File: src/inc/cadp_pkg.sv
// How it works
// - Arithmetic and one-bit shift/rotate ops update carry; accumulator, aux and pointer loads and logic ops leave it.
// - Add-with-carry and subtract-with-borrow use the carry held before the op.
// - High-half add only sets carry on carry; high-half subtract only clears on borrow.
// - Two condition outputs: one true with carry set, one true with carry clear.
// - Carry is written directly by set, clear and status-load operations.
// - Reset forces carry to one.
// - Accumulator is 32 bits; high and low halves are stored separately.
// - High and low stores shift left by zero to seven places without changing the accumulator; the aux store is unshifted.
// - Shifted high store drops top bits and fills from the low half.
// - Shifted low store fills vacated low bits with zeros.
// - One-bit shifts and rotates pass bits through the carry.
// - Sign-extend mode set: right shift is arithmetic, sign bit kept.
// - Sign-extend mode clear: right shift is logical, zero enters the top.
// - Left shift ignores sign-extend mode, zero enters bit 0.
// - Any op repeats under the repeat count, one step per cycle.
// - Eight auxiliary registers selected by a 3-bit pointer.
// - Aux registers and pointer load from memory, accumulator, product or immediate.
// - Indirect access modifies current aux by plus/minus one or by index register.
// - Saturation enabled: overflow sets flag and loads the extreme value.
`default_nettype none
package cadp_pkg;
   localparam int ACC_W = 32;
   localparam int HALF_W = 16;
   localparam int AUX_N = 8;
   localparam int PTR_W = 3;
   localparam int SHIFT_W = 3;
   localparam int RPT_W = 8;
   localparam int ADR_W = 8;
   localparam int WB_W = 32;
   localparam int CTRL_W = 2;
   localparam logic [ADR_W-1:0] REG_CTRL = 8'h00;
   localparam logic [ADR_W-1:0] REG_STATUS = 8'h04;
   localparam logic [ADR_W-1:0] REG_ACC = 8'h08;
   localparam logic [ADR_W-1:0] REG_AUX = 8'h0C;
   localparam int CTRL_SXM_BIT = 0;
   localparam int CTRL_OVM_BIT = 1;
   localparam logic [CTRL_W-1:0] CTRL_RESET = 2'h1;
   localparam int STAT_CARRY_BIT = 0;
   localparam int STAT_OVF_BIT = 1;
   localparam int STAT_BUSY_BIT = 2;
   localparam int STAT_PTR_LSB = 3;
   localparam int LOADST_CARRY_BIT = 0;
   localparam int INDEX_REG = 0;
   localparam logic CARRY_RESET = 1'b1;
   localparam logic [ACC_W-1:0] SAT_POS = 32'h7FFFFFFF;
   localparam logic [ACC_W-1:0] SAT_NEG = 32'h80000000;
   localparam logic [HALF_W-1:0] HALF_ZERO = 16'h0000;

   typedef enum logic [4:0] {
      nop_op, load_acc_op, add_op, sub_op, add_high_op, sub_high_op,
      add_with_carry_op, sub_with_borrow_op, add_product_op, add_aux_op,
      and_op, or_op, xor_op, set_flag_op, clear_flag_op, load_status_op,
      shift_left_one_op, shift_right_one_op, rotate_left_op, rotate_right_op,
      load_aux_op, load_pointer_op, store_high_op, store_low_op, store_aux_op
   } cadp_op_e;

   typedef enum logic [1:0] {src_operand, src_acc, src_product} cadp_src_e;

   typedef enum logic [2:0] {ind_none, ind_inc, ind_dec, ind_add_index, ind_sub_index} cadp_ind_e;
endpackage : cadp_pkg
`default_nettype wire

File: src/core/cadp_aux_file.sv
`timescale 1ns/1ps
`default_nettype none
module cadp_aux_file #(
   parameter int N = cadp_pkg::AUX_N,
   parameter int W = cadp_pkg::HALF_W
) (
   input wire logic clock_i,                      // CPU clock
   input wire logic reset_i,                      // Sync reset
   input wire logic [cadp_pkg::PTR_W-1:0] ptr_i,  // Current register
   input wire logic wr_en_i,                      // Load strobe
   input wire logic [cadp_pkg::PTR_W-1:0] wr_idx_i, // Load target
   input wire logic [W-1:0] wr_data_i,            // Load value
   input wire logic mod_en_i,                     // Indirect access
   input wire cadp_pkg::cadp_ind_e mod_mode_i,    // Modify kind
   input wire logic [cadp_pkg::PTR_W-1:0] pick_idx_i, // Side read index
   output logic [W-1:0] cur_o,                    // Current register
   output logic [W-1:0] pick_o                    // Side read value
);
   import cadp_pkg::*;
   logic [W-1:0] regs_r [N];
   logic [W-1:0] step;
   logic [W-1:0] cur;

   assign cur = regs_r[ptr_i];

   always_comb begin
      step = cur;
      unique case (mod_mode_i)
         ind_none: step = cur;
         ind_inc: step = cur + W'(1);
         ind_dec: step = cur - W'(1);
         ind_add_index: step = cur + regs_r[INDEX_REG];
         ind_sub_index: step = cur - regs_r[INDEX_REG];
         default: step = cur;
      endcase
   end

   // Explicit load beats the address-unit step on the same register
   always_ff @(posedge clock_i) begin
      if (reset_i) begin
         for (int i = 0; i < N; i++) begin
            regs_r[i] <= '0;
         end
      end else begin
         if (mod_en_i) begin
            regs_r[ptr_i] <= step;
         end
         if (wr_en_i) begin
            regs_r[wr_idx_i] <= wr_data_i;
         end
      end
   end

   assign cur_o = cur;
   assign pick_o = regs_r[pick_idx_i];
endmodule : cadp_aux_file
`default_nettype wire

File: src/core/cadp_datapath.sv
`timescale 1ns/1ps
`default_nettype none
module cadp_datapath (
   input wire logic clock_i,                        // CPU clock, 200 MHz
   input wire logic reset_i,                        // Sync reset, active high
   input wire logic wb_cyc_i,                       // Wishbone cycle
   input wire logic wb_stb_i,                       // Wishbone strobe
   input wire logic wb_we_i,                        // Wishbone write
   input wire logic [cadp_pkg::ADR_W-1:0] wb_adr_i, // Byte address
   input wire logic [3:0] wb_sel_i,                 // Byte enables
   input wire logic [cadp_pkg::WB_W-1:0] wb_dat_i,  // Write data
   output logic [cadp_pkg::WB_W-1:0] wb_dat_o,      // Read data
   output logic wb_ack_o,                           // Acknowledge
   input wire logic op_valid_i,                     // Decoder issues op
   input wire cadp_pkg::cadp_op_e op_code_i,        // Operation
   input wire logic [cadp_pkg::HALF_W-1:0] op_operand_i, // Memory or immediate
   input wire logic [cadp_pkg::SHIFT_W-1:0] op_shift_i,  // Store shift
   input wire logic [cadp_pkg::RPT_W-1:0] op_count_i,    // Extra repeats
   input wire cadp_pkg::cadp_src_e aux_src_i,       // Aux/pointer load source
   input wire logic [cadp_pkg::PTR_W-1:0] aux_sel_i, // Aux register addressed
   input wire logic [cadp_pkg::ACC_W-1:0] product_i, // Product register
   input wire logic ind_valid_i,                    // Indirect access
   input wire cadp_pkg::cadp_ind_e ind_mode_i,      // Address step
   output logic op_ready_o,                         // Ready for next op
   output logic [cadp_pkg::HALF_W-1:0] store_data_o, // Data bus value
   output logic store_valid_o,                      // Store strobe
   output logic [cadp_pkg::HALF_W-1:0] data_addr_o, // Indirect address
   output logic [cadp_pkg::PTR_W-1:0] aux_pointer_o, // Pointer
   output logic cond_c_o,                           // Carry set
   output logic cond_nc_o,                          // Carry clear
   output logic overflow_o,                         // Sticky overflow
   output logic [cadp_pkg::ACC_W-1:0] acc_o         // Accumulator
);
   import cadp_pkg::*;

   logic [ACC_W-1:0] accumulator_reg, acc_nxt;
   logic carry_r, carry_nxt;
   logic ovf_r;
   logic [CTRL_W-1:0] ctrl_r;
   logic [PTR_W-1:0] aux_pointer;
   logic sign_extend_mode, saturation_enable;
   cadp_op_e rep_op_r, eop;
   logic [HALF_W-1:0] rep_opnd_r, opnd;
   logic [SHIFT_W-1:0] rep_shift_r, sh;
   logic [PTR_W-1:0] rep_sel_r, sel;
   cadp_src_e rep_src_r, src;
   logic [RPT_W-1:0] rep_cnt_r;
   logic busy, exec;
   logic [ACC_W-1:0] opnd_ext, addend, arith, sat_val, shifted_acc;
   logic [ACC_W:0] sum, diff;
   logic cin, do_add, do_sub, cout, ovf;
   logic [HALF_W-1:0] aux_cur, aux_pick, src_word, store_hi_w, store_lo_w;
   logic acc_msb, acc_lsb;
   logic aux_wr;
   logic [HALF_W-1:0] store_data_r;
   logic store_valid_r;
   logic ack_r;
   logic [WB_W-1:0] rdata_r;
   logic wb_take, wb_wr;

   assign sign_extend_mode = ctrl_r[CTRL_SXM_BIT];
   assign saturation_enable = ctrl_r[CTRL_OVM_BIT];

   // Repeat: the captured op replays once per cycle until the count runs out
   assign busy = rep_cnt_r != '0;
   assign exec = busy | op_valid_i;
   assign eop = busy ? rep_op_r : op_code_i;
   assign opnd = busy ? rep_opnd_r : op_operand_i;
   assign sh = busy ? rep_shift_r : op_shift_i;
   assign sel = busy ? rep_sel_r : aux_sel_i;
   assign src = busy ? rep_src_r : aux_src_i;
   assign op_ready_o = !busy;

   always_ff @(posedge clock_i) begin
      if (reset_i) begin
         rep_cnt_r <= '0;
         rep_op_r <= nop_op;
         rep_opnd_r <= '0;
         rep_shift_r <= '0;
         rep_sel_r <= '0;
         rep_src_r <= src_operand;
      end else if (op_valid_i && !busy) begin
         rep_cnt_r <= op_count_i;
         rep_op_r <= op_code_i;
         rep_opnd_r <= op_operand_i;
         rep_shift_r <= op_shift_i;
         rep_sel_r <= aux_sel_i;
         rep_src_r <= aux_src_i;
      end else if (busy) begin
         rep_cnt_r <= rep_cnt_r - RPT_W'(1);
      end
   end

   assign opnd_ext = sign_extend_mode ? {{HALF_W{opnd[HALF_W-1]}}, opnd} : {HALF_ZERO, opnd};

   // Operand selection for the central arithmetic unit
   always_comb begin
      addend = opnd_ext;
      cin = 1'b0;
      do_add = 1'b0;
      do_sub = 1'b0;
      case (eop)
         add_op: do_add = 1'b1;
         add_high_op: begin
            addend = {opnd, HALF_ZERO};
            do_add = 1'b1;
         end
         add_with_carry_op: begin
            do_add = 1'b1;
            cin = carry_r;
         end
         add_product_op: begin
            addend = product_i;
            do_add = 1'b1;
         end
         add_aux_op: begin
            addend = {HALF_ZERO, aux_pick};
            do_add = 1'b1;
         end
         sub_op: do_sub = 1'b1;
         sub_high_op: begin
            addend = {opnd, HALF_ZERO};
            do_sub = 1'b1;
         end
         sub_with_borrow_op: begin
            do_sub = 1'b1;
            cin = !carry_r;
         end
         default: ;
      endcase
   end

   assign sum = {1'b0, accumulator_reg} + {1'b0, addend} + {{ACC_W{1'b0}}, cin};
   assign diff = {1'b0, accumulator_reg} - {1'b0, addend} - {{ACC_W{1'b0}}, cin};
   assign arith = do_sub ? diff[ACC_W-1:0] : sum[ACC_W-1:0];
   // Carry means no borrow on subtraction
   assign cout = do_sub ? !diff[ACC_W] : sum[ACC_W];
   assign acc_msb = accumulator_reg[ACC_W-1];
   assign acc_lsb = accumulator_reg[0];
   assign ovf = (do_add && (acc_msb == addend[ACC_W-1]) && (arith[ACC_W-1] != acc_msb)) ||
                (do_sub && (acc_msb != addend[ACC_W-1]) && (arith[ACC_W-1] != acc_msb));
   assign sat_val = acc_msb ? SAT_NEG : SAT_POS;

   always_comb begin
      acc_nxt = accumulator_reg;
      carry_nxt = carry_r;
      if (exec) begin
         case (eop)
            load_acc_op: acc_nxt = opnd_ext;
            add_op, sub_op, add_with_carry_op, sub_with_borrow_op, add_product_op, add_aux_op: begin
               acc_nxt = (ovf && saturation_enable) ? sat_val : arith;
               carry_nxt = cout;
            end
            add_high_op: begin
               acc_nxt = (ovf && saturation_enable) ? sat_val : arith;
               if (cout) begin
                  carry_nxt = 1'b1;
               end
            end
            sub_high_op: begin
               acc_nxt = (ovf && saturation_enable) ? sat_val : arith;
               if (!cout) begin
                  carry_nxt = 1'b0;
               end
            end
            and_op: acc_nxt = accumulator_reg & {HALF_ZERO, opnd};
            or_op: acc_nxt = accumulator_reg | {HALF_ZERO, opnd};
            xor_op: acc_nxt = accumulator_reg ^ {HALF_ZERO, opnd};
            set_flag_op: carry_nxt = 1'b1;
            clear_flag_op: carry_nxt = 1'b0;
            load_status_op: carry_nxt = opnd[LOADST_CARRY_BIT];
            shift_left_one_op: begin
               acc_nxt = {accumulator_reg[ACC_W-2:0], 1'b0};
               carry_nxt = acc_msb;
            end
            shift_right_one_op: begin
               acc_nxt = {sign_extend_mode & acc_msb, accumulator_reg[ACC_W-1:1]};
               carry_nxt = acc_lsb;
            end
            rotate_left_op: begin
               acc_nxt = {accumulator_reg[ACC_W-2:0], carry_r};
               carry_nxt = acc_msb;
            end
            rotate_right_op: begin
               acc_nxt = {carry_r, accumulator_reg[ACC_W-1:1]};
               carry_nxt = acc_lsb;
            end
            default: ;
         endcase
      end
   end

   always_ff @(posedge clock_i) begin
      if (reset_i) begin
         accumulator_reg <= '0;
         carry_r <= CARRY_RESET;
      end else begin
         accumulator_reg <= acc_nxt;
         carry_r <= carry_nxt;
      end
   end

   // Overflow flag: a new overflow wins over a software clear
   always_ff @(posedge clock_i) begin
      if (reset_i) begin
         ovf_r <= 1'b0;
      end else if (exec && ovf) begin
         ovf_r <= 1'b1;
      end else if (wb_wr && wb_adr_i == REG_STATUS && wb_sel_i[0] && wb_dat_i[STAT_OVF_BIT]) begin
         ovf_r <= 1'b0;
      end
   end

   // Post-scaling store path; accumulator left intact
   assign shifted_acc = accumulator_reg << sh;
   assign store_hi_w = shifted_acc[ACC_W-1:HALF_W];
   assign store_lo_w = accumulator_reg[HALF_W-1:0] << sh;

   always_ff @(posedge clock_i) begin
      if (reset_i) begin
         store_data_r <= '0;
         store_valid_r <= 1'b0;
      end else begin
         store_valid_r <= exec && (eop == store_high_op || eop == store_low_op || eop == store_aux_op);
         if (exec && eop == store_high_op) begin
            store_data_r <= store_hi_w;
         end else if (exec && eop == store_low_op) begin
            store_data_r <= store_lo_w;
         end else if (exec && eop == store_aux_op) begin
            store_data_r <= aux_pick;
         end
      end
   end

   // Auxiliary registers and pointer
   always_comb begin
      unique case (src)
         src_operand: src_word = opnd;
         src_acc: src_word = accumulator_reg[HALF_W-1:0];
         src_product: src_word = product_i[HALF_W-1:0];
         default: src_word = opnd;
      endcase
   end

   assign aux_wr = exec && eop == load_aux_op;

   always_ff @(posedge clock_i) begin
      if (reset_i) begin
         aux_pointer <= '0;
      end else if (exec && eop == load_pointer_op) begin
         aux_pointer <= src_word[PTR_W-1:0];
      end
   end

   cadp_aux_file #(
      .N(AUX_N),
      .W(HALF_W)
   ) u_aux_file (
      .clock_i(clock_i),
      .reset_i(reset_i),
      .ptr_i(aux_pointer),
      .wr_en_i(aux_wr),
      .wr_idx_i(sel),
      .wr_data_i(src_word),
      .mod_en_i(ind_valid_i),
      .mod_mode_i(ind_mode_i),
      .pick_idx_i(sel),
      .cur_o(aux_cur),
      .pick_o(aux_pick)
   );

   // Wishbone slave: one wait state, writes land on the acknowledged edge
   assign wb_take = wb_cyc_i && wb_stb_i && !ack_r;
   assign wb_wr = wb_cyc_i && wb_stb_i && wb_we_i && ack_r;

   always_ff @(posedge clock_i) begin
      if (reset_i) begin
         ack_r <= 1'b0;
      end else begin
         ack_r <= wb_take;
      end
   end

   always_ff @(posedge clock_i) begin
      if (reset_i) begin
         ctrl_r <= CTRL_RESET;
      end else if (wb_wr && wb_adr_i == REG_CTRL && wb_sel_i[0]) begin
         ctrl_r <= wb_dat_i[CTRL_W-1:0];
      end
   end

   always_ff @(posedge clock_i) begin
      if (reset_i) begin
         rdata_r <= '0;
      end else if (wb_take && !wb_we_i) begin
         rdata_r <= '0;
         unique case (wb_adr_i)
            REG_CTRL: rdata_r[CTRL_W-1:0] <= ctrl_r;
            REG_STATUS: begin
               rdata_r[STAT_CARRY_BIT] <= carry_r;
               rdata_r[STAT_OVF_BIT] <= ovf_r;
               rdata_r[STAT_BUSY_BIT] <= busy;
               rdata_r[STAT_PTR_LSB +: PTR_W] <= aux_pointer;
            end
            REG_ACC: rdata_r <= accumulator_reg;
            REG_AUX: rdata_r[HALF_W-1:0] <= aux_cur;
            default: ;
         endcase
      end
   end

   assign wb_dat_o = rdata_r;
   assign wb_ack_o = ack_r;
   assign store_data_o = store_data_r;
   assign store_valid_o = store_valid_r;
   assign data_addr_o = aux_cur;
   assign aux_pointer_o = aux_pointer;
   assign cond_c_o = carry_r;
   assign cond_nc_o = !carry_r;
   assign overflow_o = ovf_r;
   assign acc_o = accumulator_reg;

   a_carry_reset: assert property (
      @(posedge clock_i) disable iff (reset_i) $fell(reset_i) |-> carry_r && cond_c_o)
      else $error("carry not one after reset");
   a_carry_untouched: assert property (
      @(posedge clock_i) disable iff (reset_i)
      exec && (eop inside {load_acc_op, and_op, or_op, xor_op, load_aux_op, store_high_op}) |=> $stable(carry_r))
      else $error("non-arithmetic op changed carry");
   a_carry_input: assert property (
      @(posedge clock_i) disable iff (reset_i)
      exec && eop == add_with_carry_op && !saturation_enable
      |=> accumulator_reg == $past(accumulator_reg) + $past(opnd_ext) + $past(carry_r))
      else $error("add with carry ignored old carry");
   a_high_carry_keep: assert property (
      @(posedge clock_i) disable iff (reset_i)
      exec && ((eop == add_high_op && carry_r) || (eop == sub_high_op && !carry_r)) |=> $stable(carry_r))
      else $error("high-half op disturbed carry");
   a_flag_direct: assert property (
      @(posedge clock_i) disable iff (reset_i)
      exec && eop inside {set_flag_op, clear_flag_op}
      |=> cond_c_o == $past(eop == set_flag_op) && cond_nc_o == !cond_c_o)
      else $error("set or clear flag wrong");
   a_store_high: assert property (
      @(posedge clock_i) disable iff (reset_i)
      exec && eop == store_high_op |=> store_valid_o && store_data_o == $past(store_hi_w)
      && accumulator_reg == $past(accumulator_reg))
      else $error("high store wrong or accumulator changed");
   a_shift_left: assert property (
      @(posedge clock_i) disable iff (reset_i)
      exec && eop == shift_left_one_op |=> accumulator_reg == ($past(accumulator_reg) << 1) && carry_r == $past(acc_msb))
      else $error("left shift wrong");
   a_shift_right: assert property (
      @(posedge clock_i) disable iff (reset_i)
      exec && eop == shift_right_one_op
      |=> acc_msb == ($past(sign_extend_mode) & $past(acc_msb)) && carry_r == $past(acc_lsb))
      else $error("right shift top bit or carry wrong");
   a_rotate_left: assert property (
      @(posedge clock_i) disable iff (reset_i)
      exec && eop == rotate_left_op |=> acc_lsb == $past(carry_r) && carry_r == $past(acc_msb))
      else $error("rotate left wrong");
   a_repeat_length: assert property (
      @(posedge clock_i) disable iff (reset_i)
      op_valid_i && op_ready_o && op_count_i == 8'h02 |=> !op_ready_o [*2] ##1 op_ready_o)
      else $error("repeat length wrong");
   a_saturate_value: assert property (
      @(posedge clock_i) disable iff (reset_i)
      exec && ovf && saturation_enable |=> overflow_o && accumulator_reg == $past(sat_val))
      else $error("saturation value wrong");
   a_index_step: assert property (
      @(posedge clock_i) disable iff (reset_i)
      ind_valid_i && ind_mode_i == ind_inc && !aux_wr && !(exec && eop == load_pointer_op)
      |=> data_addr_o == $past(data_addr_o) + 16'h0001)
      else $error("address step wrong");
endmodule : cadp_datapath
`default_nettype wire

File: config.mk
export PLATFORM = sky130hd
export DESIGN_NAME = cadp_datapath
export DESIGN_NICKNAME = d
export VERILOG_FILES = /design/src/inc/cadp_pkg.sv /design/src/core/cadp_aux_file.sv /design/src/core/cadp_datapath.sv
export SDC_FILE = /design/constraint.sdc
export NUM_CORES = 1
export LEC_CHECK = 0
export BUFFER_PORTS_ARGS = -buffer_cell sky130_fd_sc_hd__buf_2
export CAP_MARGIN = 20
export CORE_MARGIN = 10
export CORE_UTILIZATION = 45
export CTS_CLUSTER_DIAMETER = 40
export DETAILED_ROUTE_END_ITERATION = 8
export REMOVE_ABC_BUFFERS = 1
export SYNTH_ARGS = -nofsm -noshare
export SYNTH_HDL_FRONTEND = slang
export SYNTH_SLANG_ARGS = --single-unit
File: constraint.sdc
create_clock -name clock_i -period 14.7 [get_ports clock_i]
set_input_delay 2.94 -clock clock_i [delete_from_list [all_inputs] [get_ports clock_i]]
set_output_delay 2.94 -clock clock_i [all_outputs]
set_load 0.02 [all_outputs]
After elaboration in Yosys (flattened, before gate mapping)
Memories as Yosys holds them, arrays and structs flattened. A register that Yosys moved wholly into a read port is not among the register bits.
Index checks and enable logic that the tools add are counted.
- memories kept: 1
- bits in writable memories: 128
- output and inout port bits: 105
- bits of input ports: 123
- word-level logic and storage cells: 166
- bits in registers: 126
- add/subtract/negate cells: 9
- bitwise logic cells: 5
- equality and inequality tests: 38
- shift-type cells: 2
- mux-type cells: 47
- reduce and logical (&&, ||, !) cells: 49
- memory list (name ; words ; width ; read ports ; clocked after memory_dff ; wr ports ; line ; RTL):
    u_aux_file.regs_r ; 8 ; 16 ; 3 ; 1 ; 8 ; cadp_aux_file.sv:20 ; logic [W-1:0] regs_r [N];
- operators by type and width (cell ; number):
    32-bit case mux with 9 select lines ; 1
    32-bit two-way mux ; 4
    16-bit two-way mux ; 7
    32-bit case mux with 3 select lines ; 1
    16-bit case mux with 4 select lines ; 1
    5-bit equality test (second input constant) ; 9
    5-bit by 4-bit equality test with 1-bit output (second input constant) ; 8
    32-bit by 32-bit adder with 33-bit output ; 1
    33-bit by 1-bit adder with 33-bit output ; 1
    32-bit by 32-bit subtractor with 33-bit output ; 1
    33-bit by 1-bit subtractor with 33-bit output ; 1
    32-bit by 16-bit AND with 32-bit output ; 1
    32-bit by 16-bit bitwise OR with 32-bit output ; 1
    16-bit case mux with 2 select lines ; 1
    16-bit OR reduction ; 2
    32-bit by 3-bit left shift with 32-bit output ; 1
    32-bit by 16-bit XOR with 32-bit output ; 1
    1-bit logical AND ; 23
    5-bit by 3-bit equality test with 1-bit output (second input constant) ; 4
    10-bit case mux with 2 select lines ; 1
    3-bit two-way mux ; 6
    1-bit two-way mux ; 17
    16-bit by 1-bit adder with 16-bit output (second input constant) ; 1
    16-bit adder ; 1
    other kinds (39) ; 55

Logic depth before layout (Yosys ltp)
- depth after elaboration: 14
- depth in mapped cells: 30
- mapped depth without buffers: 28

Hierarchy
Synthesis repeated with hierarchy kept, for this count alone.
- cells, all modules: 2876
- area total of the unflattened synthesis: 23227.3 µm²
- modules (own cells, without submodules) (module ; area each (µm²) ; cells an instance ; sequential area each (µm²) ; instances):
    cadp_datapath ; 13812.0 ; 1953 ; 2522.4 ; 1
    cadp_aux_file ; 9415.3 ; 923 ; 3843.7 ; 1

Worst setup path after synthesis
OpenSTA, ideal clock, no wires.
- path type: input to register
- start point: in op_code_i[0]
- end point: reg accumulator_reg[28] (netlist: acc_o[28])
- setup slack: 6.397 ns
- library setup time: 0.130 ns
- stages: 21
- data arrival time: 8.173 ns
- required time: 14.570 ns
- path buffers: 3
- cell sequence: mux2i_1 > clkbuf_1 > clkbuf_1 > clkbuf_1 > xnor2_1 > nand2_1 > fa_1 > inv_1 > ha_1 > or2_2 > fa_1 > nand2b_1 > a31o_2 > a221o_1 > o211ai_1 > o21ai_0 > a41oi_1 > o21ai_0 > xor2_1 > a2111oi_0 > a21oi_1
- longest elaborated chain between the ends: 13
- elaborated cells on any way between the ends: 43
- those cells by class: add/sub (4); eq/ne (19); mux (8); reduce/logical (12)
- RTL lines (item ; line ; RTL):
    from (decl) ; cadp_datapath.sv:15 ; input wire cadp_pkg::cadp_op_e op_code_i,
    5-bit two-way mux (*) ; cadp_datapath.sv:67 ; assign eop = busy ? rep_op_r : op_code_i;
    5-bit by 3-bit equality test with 1-bit output ; cadp_datapath.sv:102, cadp_datapath.sv:148 ;
    2-bit OR reduction (no source line) ; -- ;
    32-bit case mux with 3 select lines ; cadp_datapath.sv:102 ; case (eop)
    32-bit by 32-bit adder with 33-bit output or 32-bit by 32-bit subtractor with 33-bit output (tied branches) ; cadp_datapath.sv:133, cadp_datapath.sv:134 ;
    33-bit by 1-bit adder with 33-bit output or 33-bit by 1-bit subtractor with 33-bit output (tied branches) ; cadp_datapath.sv:133, cadp_datapath.sv:134 ;
    32-bit two-way mux ; cadp_datapath.sv:135 ; assign arith = do_sub ? diff[ACC_W-1:0] : sum[ACC_W-1:0];
    1-bit != test ; cadp_datapath.sv:140, cadp_datapath.sv:141 ;
    1-bit logical AND, on equally long branches ; cadp_datapath.sv:140, cadp_datapath.sv:141 ;
    1-bit logical OR ; cadp_datapath.sv:140 ; assign ovf = (do_add && (acc_msb == addend[ACC_W-1]) && (arith[ACC_W-1] != acc_msb)) ||
    1-bit logical AND ; cadp_datapath.sv:151, cadp_datapath.sv:155, cadp_datapath.sv:161 ;
    32-bit two-way mux ; cadp_datapath.sv:151, cadp_datapath.sv:155, cadp_datapath.sv:161 ;
    32-bit case mux with 9 select lines ; cadp_datapath.sv:148 ; case (eop)
    to (signal assigned) ; cadp_datapath.sv:198 ; accumulator_reg <= acc_nxt;
    to (decl) ; cadp_datapath.sv:36 ; logic [ACC_W-1:0] accumulator_reg, acc_nxt;
Mark *: on every way between the ends. The rest lies on a longest branch, timed or not.
A chain may end at the register's enable or synchronous reset.

Worst setup path after layout
- start point: in aux_sel_i[0] in the netlist's numbering
- end point: reg carry_r (netlist: cond_c_o)
- longest elaborated chain between the ends: 9
- elaborated cells on any way between the ends: 13
- those cells by class: add/sub (4); eq/ne (2); mux (4); reduce/logical (2); memory (1)
- RTL lines (item ; line ; RTL):
    from (decl) ; cadp_datapath.sv:20 ; input wire logic [cadp_pkg::PTR_W-1:0] aux_sel_i,
    3-bit two-way mux (*) ; cadp_datapath.sv:70 ; assign sel = busy ? rep_sel_r : aux_sel_i;
    memory 8 x 16 bit (*) ; -- ;
    32-bit case mux with 3 select lines (*) ; cadp_datapath.sv:102 ;
    32-bit by 32-bit subtractor with 33-bit output ; cadp_datapath.sv:134 ; assign diff = {1'b0, accumulator_reg} - {1'b0, addend} - {{ACC_W{1'b0}}, cin};
    33-bit by 1-bit subtractor with 33-bit output ; cadp_datapath.sv:134 ;
    1-bit zero test ; cadp_datapath.sv:137 ; assign cout = do_sub ? !diff[ACC_W] : sum[ACC_W];
    1-bit two-way mux (*) ; cadp_datapath.sv:137 ;
    2-bit != test (no source line) ; -- ;
    4-bit AND reduction (no source line) ; -- ;
    to (signal assigned) ; cadp_datapath.sv:199 ; carry_r <= carry_nxt;
    to (decl) ; cadp_datapath.sv:37 ; logic carry_r, carry_nxt;
Marks and branches as above.

==> flow_metrics.py <==
metrics = {
    "run_status": {
        "status": "finished clean",
    },
    "sta": {
        "slew_headroom_pct": 19.3,
        "rsz0062_at_grt": "false",
        "fin_ws_ps": 4990,
        "maxSlewViolCount": 0,
        "post-route-min-period_ps": 9710,
        "fmax_ghz": 0.103,
        "timing.final.crit_share_pct": 66.0,
        "setup_viol": 0,
        "fin_tns_setup_ps": 0,
        "finClkSkew_ps": 27.5,
        "hold_viol_final": 0,
        "worst_pin_slew_ps": 1200,
    },
    "run": {
        "drv_cap": 0,
    },
    "clock_network": {
        "clkTransAtPathRegs_ps": 50,
        "clk_latency_ps": 600,
        "cts_resized": 0,
        "clk_path_buf_depth": 3,
        "clock-sinks": 257,
        "cts_hold_buffers": 0,
        "cts_root_buf": "clkbuf_16",
        "cts_tree": "done",
        "postCtsSetupBuffers": 0,
        "htree_levels": 2,
        "cts_buffers": 50,
    },
    "logic_synthesis": {
        "yosysTopAreaCell": "edfxtp_1",
        "synth_flop_cell": "dfxtp_1",
        "synth_xor_area_share_pct": 2.83,
        "synth.distinct_cells": 93,
        "async_reset_ff_share_pct": 0,
        "synth_compound_area_share_pct": 27.0,
        "netlist_area_sq_um": 22300,
        "synth_seq_cells": 257,
        "synthMuxAreaShare_pct": 8.43,
        "synth_edf_count": 128,
        "synth_area_per_cell_sq_um": 7.98,
        "yosys.area_share.simple_pct": 18.3,
        "yosys-top-cells-area": "edfxtp_1, dfxtp_1, ha_1",
        "seq_area_frac_synth_pct": 28.8,
        "synth_top_family_by_area": "compound AO/OA/AOI/OAI gates",
        "netlist.area_leader.share_pct": 17.2,
        "synth_cells": 2794,
        "yosys.area_share.adder_pct": 8.53,
        "yosysWarningCount": 0,
    },
    "floorplanning": {
        "die_y_um": 243,
        "initial_core_util_pct": 45.5,
        "fp.dieW_um": 243,
        "placementRows": 81,
        "num_io_pins": 228,
        "dieArea_sq_um": 58800,
        "coreArea_sq_um": 49000,
    },
    "grt": {
        "globalRoute.totalOverflow": 0,
        "grt_max_degree": 70,
        "grt_usage_pct": 32.2,
        "antenna_found_initial": 5,
        "grt_pass1_wl_mm": 145,
        "grt_pass1_vias": 22000,
    },
    "critical_path": {
        "path_buf_inv": 2,
        "worst_path_dominant_cell_family": "compound AO/OA/AOI/OAI gates",
        "cp.required_ps": 15230,
        "reg2reg_slack_ps": 5870,
        "crit_fanout": 25,
        "critical_path_arrival_ps": 10240,
        "cp_slowest_stage_delay_ps": 710,
        "endpoint_kind": "flop",
        "crit_slowest_cell": "a221oi_1",
        "worstPathCellList": "buf_2 > and3_1 > or2_2 > nand2_1 > o22ai_1 > a221oi_1 > mux2_2 > a22oi_1 > fa_1 > inv_1 > ha_1 > or2_2 > fa_1 > nand2b_1 > a31o_2 > a221o_1 > o211ai_1 > o21ai_0 > a41oi_1 > o311ai_0 > xnor2_1 > a21oi_1 > mux2i_1",
        "cp-start-kind": "primary input",
        "criticalPathCategory": "primary input to flop",
    },
    "hold_path": {
        "hold_class": "flop to flop",
    },
    "layout": {
        "layout_commonest_cell": "nand2_1",
        "register_area_sq_um": 6430,
        "nFillCells": 4743,
        "area_growth_pct": 14.4,
        "final_nets": 3182,
        "mostFrequentLayoutCells": "nand2_1, nor2_1, a21oi_1",
        "drive_gt1_share_pct": 14.6,
        "multi_input_area_sq_um": 14600,
    },
    "pwr": {
        "cellLeakagePower_nw": 10.0,
        "p_per_area_nw_per_um2": 254,
        "peakVddDrop_mv": 0.183,
    },
    "drt": {
        "drt-pass1-iter-count": 8,
        "num_vias": 24100,
        "viasPerCell": 6.65,
        "drt_iter0_drc": 3618,
        "routed_wl_mm": 100,
        "ant_nets": 0,
        "post_drt_wl_per_cell_um": 27.6,
        "remaining_drc_errors": 0,
    },
    "placed_design": {
        "dp_hpwl_mm": 72.2,
        "gp_congestion": 0.976,
        "io_buffers": 194,
        "pre_cts_ws_ps": 4770,
    },
}
[through the flow]
step	utilization, %	power [mW]	instance area, sq um	cells	hold slack [ps]
after floorplan	-	3.84	21500	2607	426
after global placement	48.6	5.15	23800	3518	428
after detailed placement	48.7	5.21	23800	3520	432
after CTS	52.0	6.35	25500	3613	439
after global routing	52.1	6.85	25500	3615	466
final	52.1	6.49	25500	3620	435
[final timing paths]
kind                 endpoint  cells after the start        startpoint
min reg2reg  store_data_o[10]                      2  store_data_o[10]
max                  cond_c_o                     23      aux_sel_i[0]
max reg2reg          cond_c_o                     29      rep_cnt_r[0]
min          store_data_o[10]                      2  store_data_o[10]
[worst register-to-register path: cells and delay by family, from the launching register on]
family | cells | cell delay [ps]
and+or+nand+nor | 7 | 1600
DFF | 1 | 330
xor gates and xnor gates | 1 | 210
muxes | 3 | 910
AOI/OAI and AO/OA | 10 | 3480
buffers and inverters | 4 | 800
adders and majority gates | 4 | 1450
[metal layers]
metal | part of all wire [%] | vias to the layer above | GRT usage, % | wire, um
met5 | 0.012 | - | 0 | 12
met4 | 3.7 | 2 | 11.0 | 3680
met3 | 13 | 248 | 9.40 | 13400
met2 | 41 | 1650 | 46.4 | 41300
met1 | 42 | 11600 | 44.8 | 41600
li1 | - | 10600 | - | -
[flip-flops by register name (all words and copies together), names as in the netlist, 3 cells and up, named ones only]
register           flops
u_aux_file.regs_r    128
rep_cnt_r              8
acc_o                 32
aux_pointer_o          3
wb_dat_o              32
store_data_o          16
rep_shift_r            3
rep_opnd_r            16
rep_sel_r              3
rep_op_r               5
[logic make-up after synthesis]
| group | Yosys count |
|---|---|
| and+or+nand+nor | 914 |
| buffers and inverters | 344 |
| adders and majority gates | 149 |
| AOI/OAI and AO/OA | 932 |
| DFF | 257 |
| muxes | 126 |
| xor gates and xnor gates | 72 |
[cells in the mapped netlist, types with 13 or more instances]
library cell	n
or3_1	36
o31ai_1	17
a2111oi_0	18
o21bai_1	13
nand3_1	76
o21ai_0	156
buf_2	24
a21o_1	25
o22ai_1	144
inv_1	154
a21oi_1	238
nor2b_1	23
a211oi_1	53
nand2_1	332
xor2_1	21
a311oi_1	22
dfxtp_1	129
nand2b_1	20
a221oi_1	27
o211ai_1	19
mux4_2	48
a31oi_1	30
mux2i_1	72
xnor2_1	51
edfxtp_1	128
o21a_1	17
clkbuf_1	145
nor3_1	40
ha_1	144
nor4_1	13
a22oi_1	39
nor2_1	309
a21boi_0	21
[layout make-up]
type                            count  share of cell area (%)
Clock buffer                       55                    5.06
Multi-Input combinational cell   2193                    57.1
Clock inverter                     38                    1.30
Sequential cell                   257                    25.2
Tap cell                          664                    3.26
Timing Repair Buffer              251                    5.71
Antenna cell                        5                  0.0491
Inverter                          157                    2.31
[power breakdown]
part	switching, mW	total, mW	internal, mW
clock	0.445	1.13	0.683
sequential	0.111	0.930	0.819
combinational	2.94	4.43	1.49
No activity file was read; power rests on OpenSTA's default activity.
